[src/tcos_defs.vh]
`ifndef TCOS_DEFS_VH
`define TCOS_DEFS_VH

// Container frame geometry, one byte per stream clock
`define TCOS_FRAME_LEN      9'd428
`define TCOS_FRAME_LAST     9'd427
`define TCOS_V5_POS         9'd0
`define TCOS_N2_POS         9'd214

// Multiframe carried in N2 bits 7 and 8
`define TCOS_MF_FIRST       7'd1
`define TCOS_MF_LAST        7'd76
`define TCOS_MF_FAS_LAST    7'd8
`define TCOS_MF_TRACE_FIRST 7'd9
`define TCOS_MF_TRACE_LAST  7'd72
`define TCOS_MF_RDI         7'd73
`define TCOS_MF_ODI         7'd74
`define TCOS_FAS_PATTERN    16'hFFFE

// Register byte addresses
`define TCOS_ADDR_CTRL      12'h000
`define TCOS_ADDR_STATUS    12'h004
`define TCOS_ADDR_TRACE0    12'h010
`define TCOS_ADDR_TRACE1    12'h014
`define TCOS_ADDR_TRACE2    12'h018
`define TCOS_ADDR_TRACE3    12'h01C

// Register fields and reset values
`define TCOS_CTRL_ENABLE    0
`define TCOS_CTRL_RESET     32'h00000001
`define TCOS_TRACE_RESET    32'h00000000
`define TCOS_STAT_MF_MSB    6
`define TCOS_STAT_LOCKED    8
`define TCOS_STAT_SF        9

`endif

[src/tcos_sync.v]
`timescale 1ns/1ps
`default_nettype none

// Two-flop synchroniser bank for signals from the stream clock side
module tcos_sync #(
    parameter W = 1
) (
    input  wire         clk,    // Sampling clock
    input  wire         reset,  // Synchronous reset, high
    input  wire [W-1:0] d,      // Asynchronous inputs
    output reg  [W-1:0] q       // Synchronised outputs
);

    reg [W-1:0] meta;

    // First stage feeds only the second stage
    always @(posedge clk) begin
        if (reset) begin
            meta <= {W{1'b0}};
            q    <= {W{1'b0}};
        end else begin
            meta <= d;
            q    <= meta;
        end
    end

endmodule // tcos_sync

`default_nettype wire

[src/tcos_overhead_source.v]
// The address map and the APB slave port were chosen for this implementation.
`timescale 1ns/1ps
`default_nettype none
`include "tcos_defs.vh"

// Overview of operation
// - Remote defect request sent in N2 bit 8 of multiframe frame 73.
// - N2 bits 7 and 8 form a 76-frame multiframe lasting 38 ms.
// - N2 bit 3 always sent as one.
// - N2 bit 4 follows the incoming signal-fail input.
// - Remote error value copied into N2 bit 5.
// - Outgoing defect request sent in N2 bit 7 of frame 74.
// - Outgoing error value copied into N2 bit 6.
// - Frames 1 to 8 carry alignment pattern FFFE in bits 7 and 8.
// - Frames 9 to 72 carry the transmit trace value.
// - Unused bits of frames 73 to 76 sent as zero.
// - Two-bit parity of each frame goes into next frame's N2 bits 1-2.
// - V5 bits 1-2 adjusted so path parity matches the rewritten container.
// - V5 bit 1 adjustment accounts for the previous frame's V5 bit 1 adjustment.
// - New V5 bit 1 from the five listed previous/current frame terms.
// - New V5 bit 2 uses the listed terms without previous adjusted bit.
// - Parity is even, one bit per bit position of every pair.
module tcos_overhead_source (
    input  wire        CLK,                     // 200 MHz system clock
    input  wire        RESET,                   // Synchronous reset, high
    input  wire        PSEL,                    // APB select
    input  wire        PENABLE,                 // APB access phase
    input  wire        PWRITE,                  // APB write when high
    input  wire [11:0] PADDR,                   // APB byte address
    input  wire [31:0] PWDATA,                  // APB write data
    output reg  [31:0] PRDATA,                  // APB read data
    output reg         PREADY,                  // APB ready
    output reg         PSLVERR,                 // APB error, unmapped
    input  wire [7:0]  ADAPTATION_SIDE_DATA,    // Incoming container byte
    input  wire        ADAPTATION_SIDE_CLK,     // Incoming stream clock
    input  wire        ADAPTATION_SIDE_FS,      // Incoming frame start
    input  wire        INCOMING_SIGNAL_FAIL,    // Incoming signal fail
    input  wire        REMOTE_DEFECT_REQUEST,   // Remote defect request
    input  wire        REMOTE_ERROR_VALUE,      // Remote error value
    input  wire        OUTGOING_DEFECT_REQUEST, // Outgoing defect request
    input  wire        OUTGOING_ERROR_VALUE,    // Outgoing error value
    output reg  [7:0]  CONNECTION_SIDE_DATA,    // Outgoing container byte
    output reg         CONNECTION_SIDE_CLK,     // Outgoing stream clock
    output reg         CONNECTION_SIDE_FS       // Outgoing frame start
);

    // Even parity per bit position of the pairs, {bit1 group, bit2 group}
    function [1:0] fold2;
        input [7:0] b;
        begin
            fold2 = {b[7] ^ b[5] ^ b[3] ^ b[1], b[6] ^ b[4] ^ b[2] ^ b[0]};
        end
    endfunction

    // Content of N2 bits 7 and 8 for a multiframe number
    function [1:0] mf_bits;
        input [6:0]   mf;
        input [127:0] trace;
        input         rdi;
        input         odi;
        reg   [6:0]   pos;
        reg   [15:0]  multiframe_alignment_pattern;
        begin
            pos = 7'd0;
            multiframe_alignment_pattern = `TCOS_FAS_PATTERN;
            if (mf <= `TCOS_MF_FAS_LAST) begin
                pos = (mf - `TCOS_MF_FIRST) << 1;
                mf_bits = {multiframe_alignment_pattern[4'd15 - pos[3:0]],
                           multiframe_alignment_pattern[4'd14 - pos[3:0]]};
            end else if (mf <= `TCOS_MF_TRACE_LAST) begin
                pos = (mf - `TCOS_MF_TRACE_FIRST) << 1;
                mf_bits = {trace[7'd127 - pos], trace[7'd126 - pos]};
            end else if (mf == `TCOS_MF_RDI) begin
                mf_bits = {1'b0, rdi};
            end else if (mf == `TCOS_MF_ODI) begin
                mf_bits = {odi, 1'b0};
            end else begin
                mf_bits = 2'b00;
            end
        end
    endfunction

    // Synchronised stream signals {clk, fs, data}
    wire [9:0] link_s;
    wire [7:0] in_data = link_s[7:0];
    wire       in_fs   = link_s[8];
    wire       in_ck   = link_s[9];

    reg         ck_d;
    reg         ck_out_d;
    reg [8:0]   byte_cnt;
    reg         locked;
    reg [6:0]   mf_cnt;
    reg [1:0]   bip_acc;
    reg [1:0]   bip_prev;
    reg         prev_ok;
    reg [1:0]   v5_in_prev;
    reg [1:0]   v5_out_prev;
    reg [7:0]   n2_in_prev;
    reg [7:0]   n2_out_prev;
    reg [31:0]  ctrl;
    reg [127:0] trace;

    reg [8:0]   next_byte_cnt;
    reg [6:0]   next_mf_cnt;
    reg [7:0]   next_data;
    reg [1:0]   next_bip_acc;
    reg [1:0]   f_in;
    reg [1:0]   f_out;
    reg [1:0]   mf_pair;
    reg [31:0]  next_rdata;
    reg         next_err;

    wire rise    = in_ck & ~ck_d;
    wire enable  = ctrl[`TCOS_CTRL_ENABLE];
    wire apb_acc = PSEL & PENABLE & PREADY;

    tcos_sync #(.W(10)) u_link_sync (
        .clk   (CLK),
        .reset (RESET),
        .d     ({ADAPTATION_SIDE_CLK, ADAPTATION_SIDE_FS,
                 ADAPTATION_SIDE_DATA}),
        .q     (link_s)
    );

    // Byte position and multiframe number for the byte now arriving
    always @* begin
        if (in_fs) begin
            next_byte_cnt = `TCOS_V5_POS;
        end else if (byte_cnt != `TCOS_FRAME_LAST) begin
            next_byte_cnt = byte_cnt + 9'd1;
        end else begin
            next_byte_cnt = byte_cnt;
        end
        if (!in_fs) begin
            next_mf_cnt = mf_cnt;
        end else if (mf_cnt == `TCOS_MF_LAST) begin
            next_mf_cnt = `TCOS_MF_FIRST;
        end else begin
            next_mf_cnt = mf_cnt + 7'd1;
        end
    end

    // Rewrite of V5 and N2, all other bytes pass through
    always @* begin
        f_in      = fold2(n2_in_prev);
        f_out     = fold2(n2_out_prev);
        mf_pair   = mf_bits(mf_cnt, trace, REMOTE_DEFECT_REQUEST,
                            OUTGOING_DEFECT_REQUEST);
        next_data = in_data;
        if (enable && in_fs && prev_ok) begin
            next_data[7] = v5_in_prev[1] ^ v5_out_prev[1]
                         ^ f_in[1] ^ f_out[1] ^ in_data[7];
            next_data[6] = v5_in_prev[0]
                         ^ f_in[0] ^ f_out[0] ^ in_data[6];
        end else if (enable && locked && !in_fs
                     && next_byte_cnt == `TCOS_N2_POS) begin
            next_data[7:6] = bip_prev;
            next_data[5]   = 1'b1;
            next_data[4]   = INCOMING_SIGNAL_FAIL;
            next_data[3]   = REMOTE_ERROR_VALUE;
            next_data[2]   = OUTGOING_ERROR_VALUE;
            next_data[1:0] = mf_pair;
        end
    end

    // Parity over the outgoing frame, including V5 and N2
    always @* begin
        if (in_fs) begin
            next_bip_acc = fold2(next_data);
        end else begin
            next_bip_acc = bip_acc ^ fold2(next_data);
        end
    end

    // Stream pipeline; output clock trails data by two cycles
    always @(posedge CLK) begin
        if (RESET) begin
            ck_d                 <= 1'b0;
            ck_out_d             <= 1'b0;
            CONNECTION_SIDE_CLK  <= 1'b0;
            CONNECTION_SIDE_DATA <= 8'h00;
            CONNECTION_SIDE_FS   <= 1'b0;
        end else begin
            ck_d                <= in_ck;
            ck_out_d            <= ck_d;
            CONNECTION_SIDE_CLK <= ck_out_d;
            if (rise) begin
                CONNECTION_SIDE_DATA <= next_data;
                CONNECTION_SIDE_FS   <= in_fs;
            end
        end
    end

    // Frame state, parity and previous-frame history
    always @(posedge CLK) begin
        if (RESET) begin
            byte_cnt    <= `TCOS_FRAME_LAST;
            locked      <= 1'b0;
            mf_cnt      <= `TCOS_MF_LAST;
            bip_acc     <= 2'b00;
            bip_prev    <= 2'b00;
            prev_ok     <= 1'b0;
            v5_in_prev  <= 2'b00;
            v5_out_prev <= 2'b00;
            n2_in_prev  <= 8'h00;
            n2_out_prev <= 8'h00;
        end else if (rise) begin
            byte_cnt <= next_byte_cnt;
            mf_cnt   <= next_mf_cnt;
            bip_acc  <= next_bip_acc;
            if (in_fs) begin
                locked      <= 1'b1;
                bip_prev    <= bip_acc;
                v5_in_prev  <= in_data[7:6];
                v5_out_prev <= next_data[7:6];
            end
            if (!in_fs && next_byte_cnt == `TCOS_N2_POS) begin
                n2_in_prev  <= in_data;
                n2_out_prev <= next_data;
                prev_ok     <= 1'b1;
            end
        end
    end

    // Register read decode
    always @* begin
        next_rdata = 32'h00000000;
        next_err   = 1'b0;
        case (PADDR)
            `TCOS_ADDR_CTRL:   next_rdata = ctrl;
            `TCOS_ADDR_STATUS: begin
                next_rdata[`TCOS_STAT_MF_MSB:0] = mf_cnt;
                next_rdata[`TCOS_STAT_LOCKED]   = locked;
                next_rdata[`TCOS_STAT_SF]       = INCOMING_SIGNAL_FAIL;
            end
            `TCOS_ADDR_TRACE0: next_rdata = trace[127:96];
            `TCOS_ADDR_TRACE1: next_rdata = trace[95:64];
            `TCOS_ADDR_TRACE2: next_rdata = trace[63:32];
            `TCOS_ADDR_TRACE3: next_rdata = trace[31:0];
            default:           next_err   = 1'b1;
        endcase
    end

    // APB slave: one wait state, write lands when PREADY is sampled
    always @(posedge CLK) begin
        if (RESET) begin
            PREADY  <= 1'b0;
            PRDATA  <= 32'h00000000;
            PSLVERR <= 1'b0;
            ctrl    <= `TCOS_CTRL_RESET;
            trace   <= {4{`TCOS_TRACE_RESET}};
        end else begin
            PREADY <= PSEL & PENABLE & ~PREADY;
            if (PSEL && PENABLE && !PREADY) begin
                PRDATA  <= PWRITE ? 32'h00000000 : next_rdata;
                PSLVERR <= next_err;
            end else begin
                PRDATA  <= 32'h00000000;
                PSLVERR <= 1'b0;
            end
            if (apb_acc && PWRITE) begin
                case (PADDR)
                    `TCOS_ADDR_CTRL:   ctrl          <= PWDATA;
                    `TCOS_ADDR_TRACE0: trace[127:96] <= PWDATA;
                    `TCOS_ADDR_TRACE1: trace[95:64]  <= PWDATA;
                    `TCOS_ADDR_TRACE2: trace[63:32]  <= PWDATA;
                    `TCOS_ADDR_TRACE3: trace[31:0]   <= PWDATA;
                    default:           ctrl          <= ctrl;
                endcase
            end
        end
    end

endmodule // tcos_overhead_source

`default_nettype wire

[config.mk]
export PLATFORM = sky130hd
export DESIGN_NAME = tcos_overhead_source
export DESIGN_NICKNAME = d
export VERILOG_FILES = /design/src/tcos_sync.v /design/src/tcos_overhead_source.v
export VERILOG_INCLUDE_DIRS = /design/src /design/src/src
export SDC_FILE = /design/constraint.sdc
export NUM_CORES = 1
export LEC_CHECK = 0
export ABC_AREA = 0
export BUFFER_PORTS_ARGS = -buffer_cell sky130_fd_sc_hd__buf_2
export CAP_MARGIN = 0
export CELL_PAD_IN_SITES_DETAIL_PLACEMENT = 0
export CELL_PAD_IN_SITES_GLOBAL_PLACEMENT = 2
export CORE_ASPECT_RATIO = 1.5
export CORE_UTILIZATION = 25
export CTS_BUF_LIST = sky130_fd_sc_hd__clkbuf_4
export CTS_CLUSTER_DIAMETER = 50
export DETAILED_ROUTE_END_ITERATION = 8
export PLACE_DENSITY_LB_ADDON = 0.1
export REMOVE_ABC_BUFFERS = 1
export SLEW_MARGIN = 20
export SYNTH_ARGS = -nofsm -noshare
export SYNTH_HDL_FRONTEND = slang
export SYNTH_SLANG_ARGS = --single-unit
[constraint.sdc]
create_clock -name CLK -period 3.9 [get_ports CLK]
set_input_delay 1.17 -clock CLK [delete_from_list [all_inputs] [get_ports CLK]]
set_output_delay 1.17 -clock CLK [all_outputs]
set_load 0.02 [all_outputs]
==> impl_metrics.json <==
{
  "dpl.cell_count": 1993,
  "ctsHoldBuffers": 0,
  "n_fill_cell": 5070,
  "slowest_stage_delay_on_critical_path_ps": 670,
  "stdcell_area_um2": 14100,
  "starting_drt_drc_count": 723,
  "num_io_pins": 108,
  "htree_num_levels": 3,
  "detailedPlacementHpwl_mm": 29.0,
  "postPlaceCellArea_um2": 13100,
  "core.rowCount": 97,
  "drcViolationCount": 0,
  "startpoint_type": "register",
  "worst_pin_slew_ps": 1080,
  "power_density_nw_per_um2": 410,
  "type_of_the_worst_setup_path": "reg2reg",
  "final_weighted_congestion_in_routability_driven_placement": 0.755,
  "postRouteAntennaNets": 0,
  "synth_area_um2": 11900,
  "finalHoldWorstSlack_ps": 439,
  "fin_total_pwr_uw": 5780,
  "number_of_buffers_added_on_ports": 107,
  "maxCapViolCount": 0,
  "syn_inst": 1353,
  "crit-reg2reg-launch": "mf_bits.mf[0]$_SDFFE_PP0P_",
  "cpMostUsedCell": "a211oi_2",
  "max_freq_ghz": 0.289,
  "final_layout_size_suffix_gt1_share_pct": 20.6,
  "antenna_found_initial": 2,
  "firstDrtPassIters": 5,
  "synth-warning-count": 0,
  "timing.critical_path.to_type": "register",
  "worst_r2r_path_depth": 10,
  "async_flop_share_pct": 0,
  "vias": 10400,
  "clock_insertion_delay_worst_skew_ps": 770,
  "finalSetupViolations": 0,
  "area.growth.synth_to_final_pct": 18.4,
  "rsz0062_at_grt": "false",
  "setup.worst_path.start": "mf_bits.mf[0]$_SDFFE_PP0P_",
  "globalRouteOverflowTotal": 0,
  "post_cts.resized_instances": 0,
  "timing.rr.end": "bip_acc[1]$_SDFFE_PP0P_",
  "status": "finished clean",
  "routed_wirelength_mm": 44.3,
  "worst_clock_skew_ps": 45.8,
  "via_density_per_instance": 4.90,
  "first_global_vias": 10600,
  "layout.nets": 1551,
  "ff_latch_area_um2": 5350,
  "synth.ff_latch_count": 267,
  "clkSlewWorstSetupHoldPaths_ps": 70,
  "clock_sink_count": 267,
  "highest_net_fanout_along_the_worst_path": 23,
  "hold_violation_count_in_the_final_report": 0,
  "crit_required_ps": 4460,
  "clk_root_buffer_cell": "clkbuf_4",
  "design.core.area_um2": 46800,
  "ctsLongestPathBuffers": 3,
  "critical-path-top-delay-family": "multiplexers",
  "relSlewSlack_pct": 27.7,
  "critical_path_depth": 10,
  "timing.final.crit_share_pct": 88.7,
  "yosysSeqAreaShare_pct": 44.9,
  "fin_ws_ps": 440,
  "first_pass_grt_wire_length_mm": 66.6,
  "max-vdd-ir-drop_mv": 0.177,
  "post_cts_buffers": 0,
  "grt_max_degree": 89,
  "global_route.usage.total_pct": 18.2,
  "list_of_cells_traversed_by_the_critical_path": "buf_4 -> mux4_1 -> mux4_2 -> mux2i_1 -> nor3b_1 -> and3_2 -> a211oi_2 -> a211oi_2 -> a311oi_1 -> a41oi_1",
  "regToRegSetupSlack_ps": 440,
  "cp_num_buf_inv": 1,
  "crit_path_end": "bip_acc[1]$_SDFFE_PP0P_",
  "finalWorstPathRequiredPeriod_ps": 3460,
  "hold_class": "reg2reg",
  "post-place-ws_ps": 450,
  "instances_no_fill": 2130,
  "die_w_um": 180,
  "postSynth.topFlopCell": "dfxtp_1",
  "multi_input_comb_area_um2": 6010,
  "floorplan.initialDensity_pct": 25.4,
  "cell_with_the_largest_stage_delay_on_the_worst_path": "mux4_1",
  "cts_tree": "built",
  "synth_cell_type_count": 68,
  "synth-edff-count": 0,
  "leakage_uw": 0.00497,
  "drt-wirelength-per-cell_um": 20.8,
  "dieArea_um2": 48500,
  "final_max_slew_viol_count": 0,
  "die-height_um": 269,
  "syn-mean-instance-area_um2": 8.80,
  "worst-endpoint-arrival_ps": 4020,
  "cts_inserted_buffers": 79
}
[per-stage QoR]
| step | util [%] | TNS, ps |
|---|---|---|
| after floorplan | - | -144160 |
| after global placement | 27.9 | 0 |
| after detailed placement | 27.9 | 0 |
| after CTS | 30.1 | 0 |
| after global routing | 30.1 | 0 |
| final | 30.1 | 0 |
[routing by layer]
| metal | up-vias | GRT usage, % | wire, um |
|---|---|---|---|
| li1 | 5059 | - | - |
| met1 | 5037 | 19.9 | 17300 |
| met2 | 270 | 34.6 | 24000 |
| met3 | 77 | 3.31 | 1890 |
| met4 | 0 | 6.48 | 1120 |
| met5 | - | 0 | 0 |
[power by group]
group | internal [uW] | switching [uW]
clock | 1490 | 1300
sequential | 2750 | 16.0
combinational | 78.6 | 150
[Yosys cell counts (4+ instances only)]
master    instances  area (um2)
clkbuf_8          7        96.3
a211oi_1          5        37.5
nand4_1           7        43.8
nand2_1         359        1350
o21ai_0          12        60.1
nor3b_1           4        30.0
nor2_1           59         221
mux4_2           11         248
ha_1              7        87.6
a222oi_1         23         230
a21oi_1         217        1090
xor2_1            9        78.8
xnor2_1          23         201
buf_2             4        20.0
nor3_1           17        85.1
dfxtp_1         267        5350
mux4_1           25         657
a31oi_1          10        62.6
nor2b_1          31         194
clkbuf_1         85         319
nor4_1            4        25.0
a22oi_1          52         390
inv_1             8        30.0
mux2i_1          30         300
nand3_1           9        45.0
[final cells by class]
class | instances | share of cell area [%]
multi-input combinational | 972 | 42.7
sequential | 267 | 37.9
timing repair buffer | 151 | 6.72
clock buffer | 116 | 6.18
tap | 594 | 5.27
clock inverter | 17 | 0.950
inverter | 9 | 0.240
antenna | 4 | 0.0710
[sequential cells by signal (all words and copies together), names as in the netlist, 2 cells and up]
name and cells:
CONNECTION_SIDE_DATA 8, PRDATA 32, bip_acc 2, bip_prev 2
byte_cnt 9, ctrl 32, mf_bits.mf 7, mf_bits.trace 128
n2_in_prev 8, n2_out_prev 8, u_link_sync.meta 10, u_link_sync.q 10
v5_in_prev 2
[cells in the final DEF (no fill, tap or decap), drive strengths merged, types with 12 or more instances in the layout]
master	count
nand2	360
xnor2	24
dfxtp	267
a22oi	52
a222oi	23
mux2i	30
nor2	59
mux4	36
clkbuf	116
nor3	17
a31oi	12
nor2b	31
o21ai	12
a21oi	218
buf	151
clkinv	12
[worst min path at each step]
| stage | startpoint | end | slack [ps] | cells past startpoint |
|---|---|---|---|---|
| 6_report | ck_out_d$_SDFF_PP0_ | CONNECTION_SIDE_CLK$_SDFF_PP0_ | 440 | 1 |
| 3_5_place_dp | ck_out_d$_SDFF_PP0_ | CONNECTION_SIDE_CLK$_SDFF_PP0_ | 430 | 1 |
| 2_1_floorplan | ck_out_d$_SDFF_PP0_ | CONNECTION_SIDE_CLK$_SDFF_PP0_ | 410 | 1 |
| 5_1_grt | u_link_sync.meta[1]$_SDFF_PP0_ | u_link_sync.q[1]$_SDFF_PP0_ | 460 | 1 |
| 3_3_place_gp | u_link_sync.meta[0]$_SDFF_PP0_ | u_link_sync.q[0]$_SDFF_PP0_ | 430 | 1 |
| 4_1_cts | ck_out_d$_SDFF_PP0_ | CONNECTION_SIDE_CLK$_SDFF_PP0_ | 450 | 1 |
[cell families (layout without fill, tap and decap cells)]
family | Yosys count | count (layout) | synth area share [%]
AOI/OAI and AO/OA | 344 | 344 | 17.8
xor gates and xnor gates | 34 | 34 | 2.72
adders and majority gates | 7 | 7 | 0.735
buffers and inverters | 114 | 293 | 4.94
DFF | 267 | 267 | 44.9
muxes | 68 | 68 | 10.3
other | 0 | 4 | 0
and+or+nand+nor | 519 | 519 | 18.6
Note: power is estimated with default switching activity, not from simulation.
